**config.mk**
```make
export PLATFORM = sky130hd
export DESIGN_NAME = serial_config_chain_loader
export DESIGN_NICKNAME = d
export VERILOG_FILES = /design/src/hdl/pin_sync.v /design/src/hdl/serial_config_chain_loader.v
export VERILOG_INCLUDE_DIRS = /design/src /design/src/hdl
export SDC_FILE = /design/constraint.sdc
export NUM_CORES = 1
export LEC_CHECK = 0
export ABC_AREA = 1
export ABC_CLOCK_PERIOD_IN_PS = 2700
export BUFFER_PORTS_ARGS = -buffer_cell sky130_fd_sc_hd__buf_2
export CORE_MARGIN = 1
export CORE_UTILIZATION = 60
export CTS_BUF_LIST = sky130_fd_sc_hd__clkbuf_8
export CTS_CLUSTER_SIZE = 8
export DETAILED_ROUTE_END_ITERATION = 6
export PLACE_DENSITY = 0.91
export SETUP_SLACK_MARGIN = 0.4
export SLEW_MARGIN = 0
export SYNTH_ARGS = -nofsm -noshare
export SYNTH_HDL_FRONTEND = slang
export SYNTH_SLANG_ARGS = --single-unit
```
**constraint.sdc**
```tcl
create_clock -name clk -period 2.7 [get_ports clk]
set_input_delay 0.54 -clock clk [delete_from_list [all_inputs] [get_ports clk]]
set_output_delay 0.54 -clock clk [all_outputs]
set_load 0.03 [all_outputs]
```
**src/hdl/cfg_loader_defs.vh**
```
// constants for the serial configuration chain loader
// Functional notes
// - capture serial bit on clock rise while enabled
// - setup registers shift one place per bit
// - loaded and enabled: serial input passes to output
// - serial output carries stream down the chain
// - enable output follows enable input once loaded
// - enable output low means ready for operation
`ifndef CFG_LOADER_DEFS_VH
`define CFG_LOADER_DEFS_VH
`define CFG_LEN       16'h0040
`define CFG_LEN_W     16
`define CFG_STEP      16'h0001
`define CFG_LAST      (`CFG_LEN - `CFG_STEP)
`define CFG_KEEP_MSB  (`CFG_LEN - 16'h0002)
`define ST_W          1
`define PIN_IDLE      1'h1
`define OUT_QUIET     1'h0
`define EN_OFF        1'h1
`define DONE_CLR      1'h0
`define DONE_SET      1'h1
`define BIT_CLR       1'h0
`define SYNC_SECOND   1
`define SYNC_THIRD    2
`define SYNC_RESET    3'h7
`define SYNC_DEPTH    3
`define ST_LOAD       1'h0
`define ST_DONE       1'h1
`endif

```
**src/hdl/pin_sync.v**
```verilog
// three-stage pin synchroniser with agreement filter
`timescale 1ns/100ps
`default_nettype none
`include "cfg_loader_defs.vh"
module pin_sync (
   // clock and reset
   input  wire clk,
   input  wire rst_b,
   // pin side
   input  wire pinIn,
   // filtered level
   output reg  levelOut
);
   reg [`SYNC_DEPTH-1:0] stage_ff;

   always @(posedge clk or negedge rst_b) begin
      if (!rst_b) begin
         stage_ff <= `SYNC_RESET;
         levelOut <= `PIN_IDLE;
      end else begin
         stage_ff <= {stage_ff[`SYNC_SECOND:0], pinIn};
         // change counts once stage two and three agree
         if (stage_ff[`SYNC_SECOND] == stage_ff[`SYNC_THIRD]) begin
            levelOut <= stage_ff[`SYNC_THIRD];
         end
      end
   end
endmodule
`default_nettype wire

```
**src/hdl/serial_config_chain_loader.v**
```verilog
// device-side serial configuration loader with chain pass-through
`timescale 1ns/100ps
`default_nettype none
`include "cfg_loader_defs.vh"
module serial_config_chain_loader (
   // clock and reset
   input  wire                 clk,
   input  wire                 rst_b,
   // serial link pins
   input  wire                 serialClk,
   input  wire                 serialIn,
   input  wire                 chainEnableIn_n,
   // serial link outputs
   output reg                  serialOut,
   output reg                  chainEnableOut_n,
   // configuration image and status
   output reg  [`CFG_LEN-1:0]  setupBits,
   output reg                  configDone
);
   ////////////////////////////////////////////////////////////////////
   // load states
   localparam [`ST_W-1:0] ST_LOAD = `ST_LOAD;
   localparam [`ST_W-1:0] ST_DONE = `ST_DONE;

   ////////////////////////////////////////////////////////////////////
   // filtered pin levels
   wire                  sclkLvl;
   wire                  dataLvl;
   wire                  enLvl;
   // serial clock edge detect
   reg                   sclkPrev_ff;
   wire                  sclkRise;
   // bit sequencing
   reg  [`ST_W-1:0]      state_ff;
   reg  [`ST_W-1:0]      nxt_state;
   reg  [`CFG_LEN_W-1:0] count_ff;
   reg  [`CFG_LEN_W-1:0] nxt_count;
   wire                  takeBit;
   wire                  lastBit;
   wire                  forwarding;
   // next values of the output flops
   reg  [`CFG_LEN-1:0]   nxt_setupBits;
   reg                   nxt_configDone;
   reg                   nxt_serialOut;
   reg                   nxt_chainEnableOut_n;

   ////////////////////////////////////////////////////////////////////
   // one place shift of the image, newest bit at the bottom
   function [`CFG_LEN-1:0] shiftIn;
      input [`CFG_LEN-1:0] image;
      input                bitIn;
      begin
         shiftIn = {image[`CFG_KEEP_MSB:0], bitIn};
      end
   endfunction

   // bit counter step
   function [`CFG_LEN_W-1:0] countUp;
      input [`CFG_LEN_W-1:0] value;
      begin
         countUp = value + `CFG_STEP;
      end
   endfunction

   // forwarded bit, quiet level while not passing through
   function passBit;
      input enable;
      input bitIn;
      begin
         passBit = enable ? bitIn : `OUT_QUIET;
      end
   endfunction

   ////////////////////////////////////////////////////////////////////
   // pin synchronisers; data and enable see the same depth as the clock
   pin_sync uSyncClk (
      .clk      (clk),
      .rst_b    (rst_b),
      .pinIn    (serialClk),
      .levelOut (sclkLvl)
   );
   pin_sync uSyncData (
      .clk      (clk),
      .rst_b    (rst_b),
      .pinIn    (serialIn),
      .levelOut (dataLvl)
   );
   pin_sync uSyncEn (
      .clk      (clk),
      .rst_b    (rst_b),
      .pinIn    (chainEnableIn_n),
      .levelOut (enLvl)
   );

   ////////////////////////////////////////////////////////////////////
   // edge detect; idle high like the synchroniser reset, so no false edge
   assign sclkRise   = sclkLvl & ~sclkPrev_ff;
   assign takeBit    = sclkRise & ~enLvl;
   assign lastBit    = (count_ff == `CFG_LAST);
   assign forwarding = ~enLvl;

   always @(posedge clk or negedge rst_b) begin
      if (!rst_b) begin
         sclkPrev_ff <= `PIN_IDLE;
      end else begin
         sclkPrev_ff <= sclkLvl;
      end
   end

   ////////////////////////////////////////////////////////////////////
   // load sequencing: count bits, stop after the last one
   always @* begin
      nxt_state = state_ff;
      nxt_count = count_ff;
      case (state_ff)
         ST_LOAD: begin
            // bits refused while enable in is high
            if (takeBit) begin
               if (lastBit) begin
                  nxt_state = ST_DONE;
               end else begin
                  nxt_count = countUp(count_ff);
               end
            end
         end
         ST_DONE: begin
            nxt_state = ST_DONE;
         end
         default: begin
            nxt_state = ST_LOAD;
         end
      endcase
   end

   // state register
   always @(posedge clk or negedge rst_b) begin
      if (!rst_b) begin
         state_ff <= ST_LOAD;
      end else begin
         state_ff <= nxt_state;
      end
   end

   // bit counter
   always @(posedge clk or negedge rst_b) begin
      if (!rst_b) begin
         count_ff <= {`CFG_LEN_W{`BIT_CLR}};
      end else begin
         count_ff <= nxt_count;
      end
   end

   ////////////////////////////////////////////////////////////////////
   // output next values
   // pass-through is registered so every output leaves a flop
   always @* begin
      nxt_setupBits        = setupBits;
      nxt_configDone       = configDone;
      nxt_serialOut        = `OUT_QUIET;
      nxt_chainEnableOut_n = `EN_OFF;
      case (state_ff)
         ST_LOAD: begin
            nxt_serialOut        = `OUT_QUIET;
            nxt_chainEnableOut_n = `EN_OFF;
            if (takeBit) begin
               nxt_setupBits  = shiftIn(setupBits, dataLvl);
               nxt_configDone = lastBit;
            end
         end
         ST_DONE: begin
            // image full: no more shifting, enable out follows enable in
            nxt_configDone       = `DONE_SET;
            nxt_chainEnableOut_n = enLvl;
            nxt_serialOut        = passBit(forwarding, dataLvl);
         end
         default: begin
            // unreachable; back to an empty image
            nxt_setupBits  = {`CFG_LEN{`BIT_CLR}};
            nxt_configDone = `DONE_CLR;
         end
      endcase
   end

   ////////////////////////////////////////////////////////////////////
   // output flops
   // serial pass-through
   always @(posedge clk or negedge rst_b) begin
      if (!rst_b) begin
         serialOut <= `OUT_QUIET;
      end else begin
         serialOut <= nxt_serialOut;
      end
   end

   // chain enable out
   always @(posedge clk or negedge rst_b) begin
      if (!rst_b) begin
         chainEnableOut_n <= `EN_OFF;
      end else begin
         chainEnableOut_n <= nxt_chainEnableOut_n;
      end
   end

   // setup image
   always @(posedge clk or negedge rst_b) begin
      if (!rst_b) begin
         setupBits <= {`CFG_LEN{`BIT_CLR}};
      end else begin
         setupBits <= nxt_setupBits;
      end
   end

   // load complete flag
   always @(posedge clk or negedge rst_b) begin
      if (!rst_b) begin
         configDone <= `DONE_CLR;
      end else begin
         configDone <= nxt_configDone;
      end
   end
endmodule
`default_nettype wire

```
* After elaboration in Yosys (flattened, before gate mapping)
Index checks and enable logic that the tools add are counted.
** Word-level totals
- Bits in latches :: 0
- Bits of input ports :: 5
- Bits in read-only memories :: 0
- Register bits after elaboration :: 97
- RAM bits :: 0
- Output and inout bits :: 67
- Word-level logic and storage cells :: 35
- Memories :: 0
** Cells by class
- Bitwise gates (word level) :: 6
- Reductions and logical operators :: 2
- Equality and inequality tests :: 5
- Mux-type cells :: 8
- Divide/modulo/power cells :: 0
- Multiply operators :: 0
- Order comparisons :: 0
- Add/sub/neg operators :: 1
- Shifts and indexed selects :: 0
** Operators by type and width (number)
- $add 16x1->16 const B :: 1
- $eq 16x6->1 const B :: 1
- $pmux 1 s2 :: 4
- $mux 1 :: 4
- $not 1->1 :: 4
- $eq 1x1->1 :: 3
- $reduce_and 3->1 :: 1
- $and 1x1->1 :: 2
- $ne 2x2->1 const B :: 1
- $reduce_and 2->1 :: 1

* Logic depth before layout (Yosys ltp)
Gate-level depths: netlist of the first run.
- Word-level depth :: 5
- Depth in mapped cells :: 10
- Mapped depth without buffers :: 9

* Hierarchy
Synthesis of the first run repeated with hierarchy kept, for this count alone.
** Unflattened totals
- Cells, all modules :: 460
- Area total of the unflattened synthesis :: 4002.6 µm²
** By module, submodules not included
- serial_config_chain_loader :: cells each 436, sequential area each 2129.5 µm², area an instance 3638.5 µm², times used 1
- pin_sync :: cells each 8, sequential area each 105.1 µm², area an instance 121.4 µm², times used 3

* Least setup slack after synthesis of the first run
OpenSTA, ideal clock, no wires.
- Path type :: register to register
- Start :: register uSyncClk.levelOut
- End :: register setupBits[10]
- Clock period less this slack :: 1.438 ns
- Setup time :: 0.118 ns
- Data required time :: 2.582 ns
- Slack :: 1.262 ns
- Data arrival time :: 1.320 ns
- Buffers on the path :: 2
- Stages on the path, launching flop included :: 10
- Path through :: dfstp_2 > inv_1 > nor2_1 > nand2_1 > nor2_4 > inv_2 > buf_2 > buf_2 > nand2_1 > nand2_1
** On the way
- Longest elaborated chain between the ends :: 3
** RTL lines
- from (decl) :: line pin_sync.v:12 : output reg levelOut
- from (signal assigned) :: line pin_sync.v:19 : levelOut <= `PIN_IDLE;
- from (signal assigned) :: line pin_sync.v:24 : levelOut <= stage_ff[`SYNC_THIRD];
- $and 1x1->1 :: line serial_config_chain_loader.v:97 : assign sclkRise = sclkLvl & ~sclkPrev_ff;
- $and 1x1->1 :: line serial_config_chain_loader.v:98 : assign takeBit = sclkRise & ~enLvl;
- $reduce_and 2->1 (no line)
- to (signal assigned) :: line serial_config_chain_loader.v:207 : setupBits <= {`CFG_LEN{`BIT_CLR}};
- to (signal assigned) :: line serial_config_chain_loader.v:209 : setupBits <= nxt_setupBits;
- to (decl) :: line serial_config_chain_loader.v:17 : output reg [`CFG_LEN-1:0] setupBits,
Every way passes these cells.
A chain may end at the register's enable or synchronous reset.

* Worst setup path in the final report of the first run
- Start :: register uSyncEn.levelOut
- End :: register setupBits[63]
** On the way
- Longest elaborated chain between the ends :: 3
** RTL lines (line)
- from (decl) :: pin_sync.v:12
- from (signal assigned) :: pin_sync.v:19
- from (signal assigned) :: pin_sync.v:24
- $not 1->1
- $and 1x1->1 :: serial_config_chain_loader.v:98
- $reduce_and 2->1 (no line)
Every way passes these cells.

==> out/qor.txt, run 1 <==
Final Cycle Share: 67.8%
Slew headroom: 36.0%
Cell Int Power: 0.00214 W
ANT nets after route: 0
I/O pin count: 72
Placed Area: 4330 um2
Wire length per cell: 12.7 um
Min cycle time layout: 1.83 ns
Gr ovfl total: 0
CTS root buf: clkbuf_8
Worst path max stage delay: 0.68 ns
Post-Syn Area: 3960 um2
Type of the worst setup path: reg2reg
Final count of hold timing violations: 0
Register area: 2440 um2
Startpoint Class: flip-flop
Ant diodes: 0
Initial Utilization: 62.3%
Most common cell on crit path: nand2_1
Register area share after synthesis: 61.8%
Gate Count Post-Synth: 449
CTS Hold Buffers Added: 0
Critical Path AT: 2.11 ns
Fillers: 443
Global-route wire length before repair: 12.8 mm
Initial antenna violation count: 0
TritonCTS Sinks: 97
FMAX: 0.546 GHz
Combinational Power Share: 14.5%
Synth cell types: 24
Measured slew at the worst slew-check pin: 0.959 ns
CP endpoint kind: flip-flop
Share of layout cells above drive strength 1: 21.5%
P_leak: 2.59 nW
Core ar.: 6350 um2
Longest Clk Path Bufs: 2
Setup TNS: 0 ns
Die Ht: 83.2 um
Layout Skew: 0.0108 ns
Slowest-stage cell, CP: inv_2
Reg clk slew, reported paths: 0.09 ns
H-tree levels: 3
Req. time, crit path: 2.98 ns
Total global-route track usage: 23.7%
Ys Warns: 0
Number of global-route vias before repair: 2902
Slack of the worst reg-to-reg path: 0.87 ns
Die area: 6920 um2
Unrepaired setup endpoints after global routing: no
Die W: 83.2 um
CTS tree: done
Clk network pwr share: 31.3%
Final nets: 523
Via/cell ratio: 5.20
PostCTS Resize Cnt: 0
Sequential share of power: 54.3%
Syn avg cell area: 8.81 um2
Most common cell after layout, fill and taps aside: nand2_1
Max Slew Vio Count: 0
Worst path cell trace: inv_1 -> nand2_1 -> nor2_4 -> inv_2 -> nand2_1 -> o21ai_0
CTS buffer count: 9
Switch share: 29.9%
Multi-input gate area in the final layout: 1340 um2
Max Cap Viol: 0
Remaining DRCs: 0
Cell Rows: 29
DRT iter0 DRCs: 225
DR pass1 iterations: 5
Crit Path Max Fanout: 65
P_sw: 0.000911 W
Largest net degree at the start of global routing: 66
# port buffers: 71
GPL Wtd Cong: 0.892
Routed wire length: 7.62 mm
Min-delay worst type: in2async
Power density cells: 673 nW/um2
Setup Fix Bufs, Post-CTS: 0
DR vias: 3116
Syn_nets: 455
Commonest cells after routing, fill and taps aside: nand2_1 (255), dfrtp_1 (83), buf_2 (70)
Area Overhead vs Synth: 14.7%
Synth Register Bits: 97
Hold_ws: 0.0988 ns
Post-route cell area: 4540 um2
Max VDD drop: 0.000460 V
Status: completed
Final setup fails: 0
Dpl hpwl: 4.98 mm
Worst-Skew Late Latency: 0.37 ns
-- power by group through the flow --
| stage | Clock (W) | Sequential (W) | Combinational, W |
|---|---|---|---|
| final | 0.000955 | 0.00166 | 0.000441 |
| after global routing | 0.00103 | 0.00167 | 0.000475 |
| after CTS | 0.000979 | 0.00165 | 0.000445 |
| after detailed placement | 0 | 0.00168 | 0.000434 |
| after global placement | 0 | 0.00167 | 0.000420 |
| after floorplan | 0 | 0.00178 | 0.000184 |
-- synthesized netlist by cell type, drive strengths merged --
library cell	n	area (um2)
nand2	257	975
dfrtp	83	2080
nor2	26	115
inv	17	66.3
buf	15	103
dfstp	14	368
o21ai	9	45.0
nand3	8	45.0
xnor2	7	61.3
nand4	6	37.5
maj3	3	30.0
clkbuf	1	3.75
ha	1	12.5
nand3b	1	7.51
xor2	1	8.76
-- flip-flops by register name, summed over array words and instances, names as in the netlist --
signal and cells:
uSyncEn.levelOut 1, configDone 1, uSyncData.levelOut 1, chainEnableOut_n 1, uSyncClk.stage_ff 3, uSyncData.stage_ff 3, uSyncClk.levelOut 1, sclkPrev_ff 1
state_ff 1, serialOut 1, setupBits 64, count_ff 16, uSyncEn.stage_ff 3
-- critical path, delay by kind of cell, from the launching register on --
family,cells,cell delay [ns]
AO/OA/AOI/OAI,1,0.11
buffers and inverters,2,0.73
flip-flops,1,0.54
AND/OR/NAND/NOR,3,0.34
-- per-layer routing --
metal	routed length, um	share of wire (%)	global-route usage [%]
met1	3280	43	30.3
met2	3660	48	36.5
met3	451	5.9	7.16
met4	226	3.0	12.9
met5	0	0	0
-- through the flow --
step	setup slack (ns)	utilization [%]	std cells	total power [W]
floorplan	1.26	-	449	0.00197
global route	0.627	71.4	599	0.00317
global placement	0.932	68.2	583	0.00209
CTS	0.840	71.4	599	0.00308
finish	0.869	71.4	599	0.00305
detailed placement	0.864	68.2	583	0.00211
-- layout make-up --
type / instances / area share (%)
flip-flops and latches: 97 / 53.9
multi-input cells: 319 / 29.5
inverters: 17 / 1.46
clock buffers: 10 / 3.03
clock inverters: 6 / 1.49
repair buffers: 73 / 8.50
well taps: 77 / 2.12
-- kinds of logic after synthesis --
group	share of synthesized area, %
simple gates	29.8
flops	61.8
buf+inv	4.37
compound gates	1.14
xor+xnor	1.77
fa+ha+maj	1.08
-- final timing paths --
path,depth (start not counted),start,endpoint
min in group clk,1,serialClk,uSyncClk.stage_ff[0]$_DFF_PN1_
max in group asynchronous,2,rst_b,sclkPrev_ff$_DFF_PN1_
setup / recovery,6,uSyncEn.levelOut$_DFFE_PN1N_,setupBits[63]$_DFFE_PN0P_
hold reg to reg,0,uSyncEn.stage_ff[0]$_DFF_PN1_,uSyncEn.stage_ff[1]$_DFF_PN1_
hold / removal,1,rst_b,setupBits[26]$_DFFE_PN0P_
setup reg to reg,6,uSyncEn.levelOut$_DFFE_PN1N_,setupBits[63]$_DFFE_PN0P_
Power figures use the tool's default switching activity.
==> run 2: changes to the inputs <==
ABC_AREA = 0   (was 1)
ABC_CLOCK_PERIOD_IN_PS = 1500   (was 2700)
CORE_UTILIZATION = 51   (was 60)
PLACE_DENSITY = 0.84   (was 0.91)
clock period = 1.5 ns   (was 2.7 ns; I/O delays follow)
==> out/qor.txt, run 2 <==
Status: finished with violations (was completed)
Failing checks: setup timing
Reg2reg start: uSyncClk.levelOut$_DFFE_PN1N_ (was uSyncEn.levelOut$_DFFE_PN1N_)
Synth Flop Type: dfrtp_1 (unchanged)
Via/cell ratio: 5.55 (was 5.20)
Cell Rows: 30 (was 29)
Share of the synthesized area in the top cell type: 56.4% (was 52.5%)
Total power: 0.00630 W (was 0.00305 W)
Die Ht: 87 um (was 83.2 um)
Min cycle time layout: 1.68 ns (was 1.83 ns)
DR vias: 2896 (was 3116)
Longest Clk Path Bufs: 2 (unchanged)
GPL Wtd Cong: 0.881 (was 0.892)
Gate Count Post-Synth: 229 (was 449)
CTS tree: done (unchanged)
TritonCTS Sinks: 97 (unchanged)
Max Slew Vio Count: 0 (unchanged)
Critical Path AT: 1.93 ns (was 2.11 ns)
Hold endpoint: uSyncEn.stage_ff[0]$_DFF_PN1_
Gr ovfl total: 0 (unchanged)
Syn_nets: 235 (was 455)
Final nets: 427 (was 523)
Reg clk slew, reported paths: 0.09 ns (about the same)
Remaining DRCs: 0 (unchanged)
Final setup fails: 79 (was 0)
Syn avg cell area: 16.1 um2 (was 8.81 um2)
Top cells by area, synth: dfrtp_1 (56%), mux2_2 (20%), dfstp_2 (10%), xnor2_1 (3.3%), and4_1 (0.95%) (was dfrtp_1 (53%), nand2_1 (24%), dfstp_2 (9.3%), nor2_1 (2.0%), xnor2_1 (1.6%))
Layout Skew: 0.0245 ns (was 0.0108 ns)
Measured slew at the worst slew-check pin: 0.305 ns (was 0.959 ns)
ANT nets after route: 0 (unchanged)
Type of the worst setup path: reg2reg (unchanged)
Synth Register Bits: 97 (unchanged)
Post-Syn Area: 3680 um2 (was 3960 um2)
Final count of hold timing violations: 0 (unchanged)
Most flop-heavy register: setupBits (unchanged)
Most common cell after layout, fill and taps aside: buf_4 (was nand2_1)
Slack of the worst reg-to-reg path: -0.18 ns (was 0.87 ns)
Die W: 87 um (was 83.2 um)
Most frequent cell after synthesis: dfrtp_1 (was nand2_1)
Async SR Flop Fraction: 100% (unchanged)
Worst-Skew Late Latency: 0.38 ns (was 0.37 ns)
Hold Crit Start: chainEnableIn_n
Routed wire length: 11.8 mm (was 7.62 mm)
# port buffers: 71 (unchanged)
Max VDD drop: 0.000750 V (was 0.000460 V)
R2R depth: 5 (was 6)
Synth cell types: 30 (was 24)
Share of layout cells above drive strength 1: 69.2% (was 21.5%)
DR pass1 iterations: 4 (was 5)
H-tree levels: 3 (unchanged)
Commonest cells after routing, fill and taps aside: buf_4 (110), dfrtp_1 (82), buf_6 (70) (was nand2_1 (255), dfrtp_1 (83), buf_2 (70))
Initial Utilization: 53.6% (was 62.3%)
Largest area contributor in the netlist: dfrtp_1 (unchanged)
Ant diodes: 0 (unchanged)
Core ar.: 6870 um2 (was 6350 um2)
FMAX: 0.595 GHz (was 0.546 GHz)
Dpl hpwl: 4.73 mm (was 4.98 mm)
Initial antenna violation count: 0 (unchanged)
Slew headroom: 79.5% (was 36.0%)
Wire length per cell: 22.6 um (was 12.7 um)
Die area: 7570 um2 (was 6920 um2)
Crit Path Max Fanout: 11 (was 65)
CTS buffer count: 9 (unchanged)
Pre-CTS setup slack: -0.163 ns (was 0.864 ns)
P_leak: 3.01 nW (was 2.59 nW)
Req. time, crit path: 1.75 ns (was 2.98 ns)
CTS root buf: clkbuf_8 (unchanged)
Startpoint Class: flip-flop (unchanged)
Largest register FFs: 64 (unchanged)
Ys Warns: 0 (unchanged)
WHS Path Cells: 1
Top flop regs: setupBits: 64 flops, count_ff: 16 flops (unchanged)
Setup WS post-layout: -0.180 ns (was 0.869 ns)
Register area share after synthesis: 66.3% (was 61.8%)
Reg2reg end: count_ff[12]$_DFFE_PN0P_ (was setupBits[63]$_DFFE_PN0P_)
Max Cap Viol: 0 (unchanged)
Power density cells: 1070 nW/um2 (was 673 nW/um2)
Largest net degree at the start of global routing: 51 (was 66)
Post-synth EDFFs: 0 (unchanged)
Area Overhead vs Synth: 59.0% (was 14.7%)
Final Cycle Share: 112% (was 67.8%)
Total global-route track usage: 27.4% (was 23.7%)
Unrepaired setup endpoints after global routing: yes (was no)
Commonest cells post-synth: dfrtp_1 (83), mux2_2 (64), dfstp_2 (14), xnor2_1 (14), nand3_1 (5) (was nand2_1 (255), dfrtp_1 (83), nor2_1 (21))
Number of global-route vias before repair: 2827 (was 2902)
Min-delay worst type: in2reg (was in2async)
CP endpoint kind: flip-flop (unchanged)
Global-route wire length before repair: 14.8 mm (was 12.8 mm)
I/O pin count: 72 (unchanged)
DRT iter0 DRCs: 283 (was 225)
==> run 2: changes by cell type after synthesis, moves of 3 or more <==
cell	change
and3_1	+3
and4_1	+4
buf_2	-4
inv_1	-13
mux2_2	+64
nand2_1	-252
nor2_1	-19
nor2_2	-4
o211ai_1	+3
o21ai_0	-9
xnor2_1	+7
==> run 2: layout make-up <==
type / instances / area, um2
Tap cell: 96 / 120
Sequential cell: 97 / 2450
Multi-Input combinational cell: 123 / 1350
Inverter: 2 / 7.51
Clock inverter: 6 / 73.8
Timing Repair Buffer: 188 / 1720
Fill cell: 284 / 1010
Clock buffer: 10 / 138
==> run 2: cell families (layout without fill, tap and decap cells) <==
family          Yosys count  count (layout)  share of synthesized area (%)
mux                      65              65                           19.9
compound gates            6               6                           1.26
xor+xnor                 15              15                           3.57
buf+inv                   9             206                           1.43
flops                    97              97                           66.3
fa+ha+maj                 4               4                           1.15
simple gates             33              33                           6.38
==> run 2: stage by stage <==
stage                     hold WS [ns]  instance area, um2  instances  utilization [%]  TNS [ns]
after CTS                       0.0153                5570        486             81.1     -6.24
after floorplan                0.00441                3850        229                -     -4.69
final                           0.0228                5860        522             85.3     -7.10
after global routing          -0.00100                5860        522             85.3    -10.19
after global placement           0.122                4510        416             65.6     -4.32
after detailed placement         0.124                4510        416             65.6     -8.21
==> run 2: how the worst max path moves through the flow <==
stage / cells past startpoint / startpoint / slack (ns) / to
floorplan: 4 / uSyncClk.levelOut$_DFFE_PN1N_ / -0.1 / setupBits[13]$_DFFE_PN0P_
global placement: 5 / uSyncClk.levelOut$_DFFE_PN1N_ / -0.09 / count_ff[15]$_DFFE_PN0P_
detailed placement: 5 / uSyncClk.levelOut$_DFFE_PN1N_ / -0.16 / count_ff[11]$_DFFE_PN0P_
CTS: 4 / uSyncClk.levelOut$_DFFE_PN1N_ / -0.13 / setupBits[10]$_DFFE_PN0P_
global route: 5 / uSyncClk.levelOut$_DFFE_PN1N_ / -0.22 / count_ff[14]$_DFFE_PN0P_
finish: 5 / uSyncClk.levelOut$_DFFE_PN1N_ / -0.18 / count_ff[12]$_DFFE_PN0P_
==> run 2: critical path, cell delays in order, from the launching register on <==
cell     delay (ns)
dfstp_2        0.54
nor4b_4        0.19
buf_6          0.20
and3_2         0.28
nand4_1        0.17
xnor2_1        0.18
==> run 2: timing repair <==
action                                 in CTS  in global routing
endpoints found under the hold margin      83                  0
setup buffers                              53                 36
setup endpoints to repair                 149                149
hold buffers                                1                  0
pin swaps                                   0                  6
resized for setup                         141                  6
==> run 2: where the power goes <==
part / leakage (nW) / total, W / switching (W) / internal, W
registers: 1.29 / 0.00301 / 0.000179 / 0.00283
logic: 1.62 / 0.00143 / 0.000697 / 0.000737
clock network: 0.101 / 0.00185 / 0.00101 / 0.000838
total: 3.01 / 0.00630 / 0.00189 / 0.00440
==> run 2: metal layers <==
metal	GRT usage, %	share of wire [%]	wire length [um]
met5	0	0	0
met1	30.1	37	4300
met4	14.5	5.5	645
met2	49.4	51	6050
met3	6.16	6.7	790
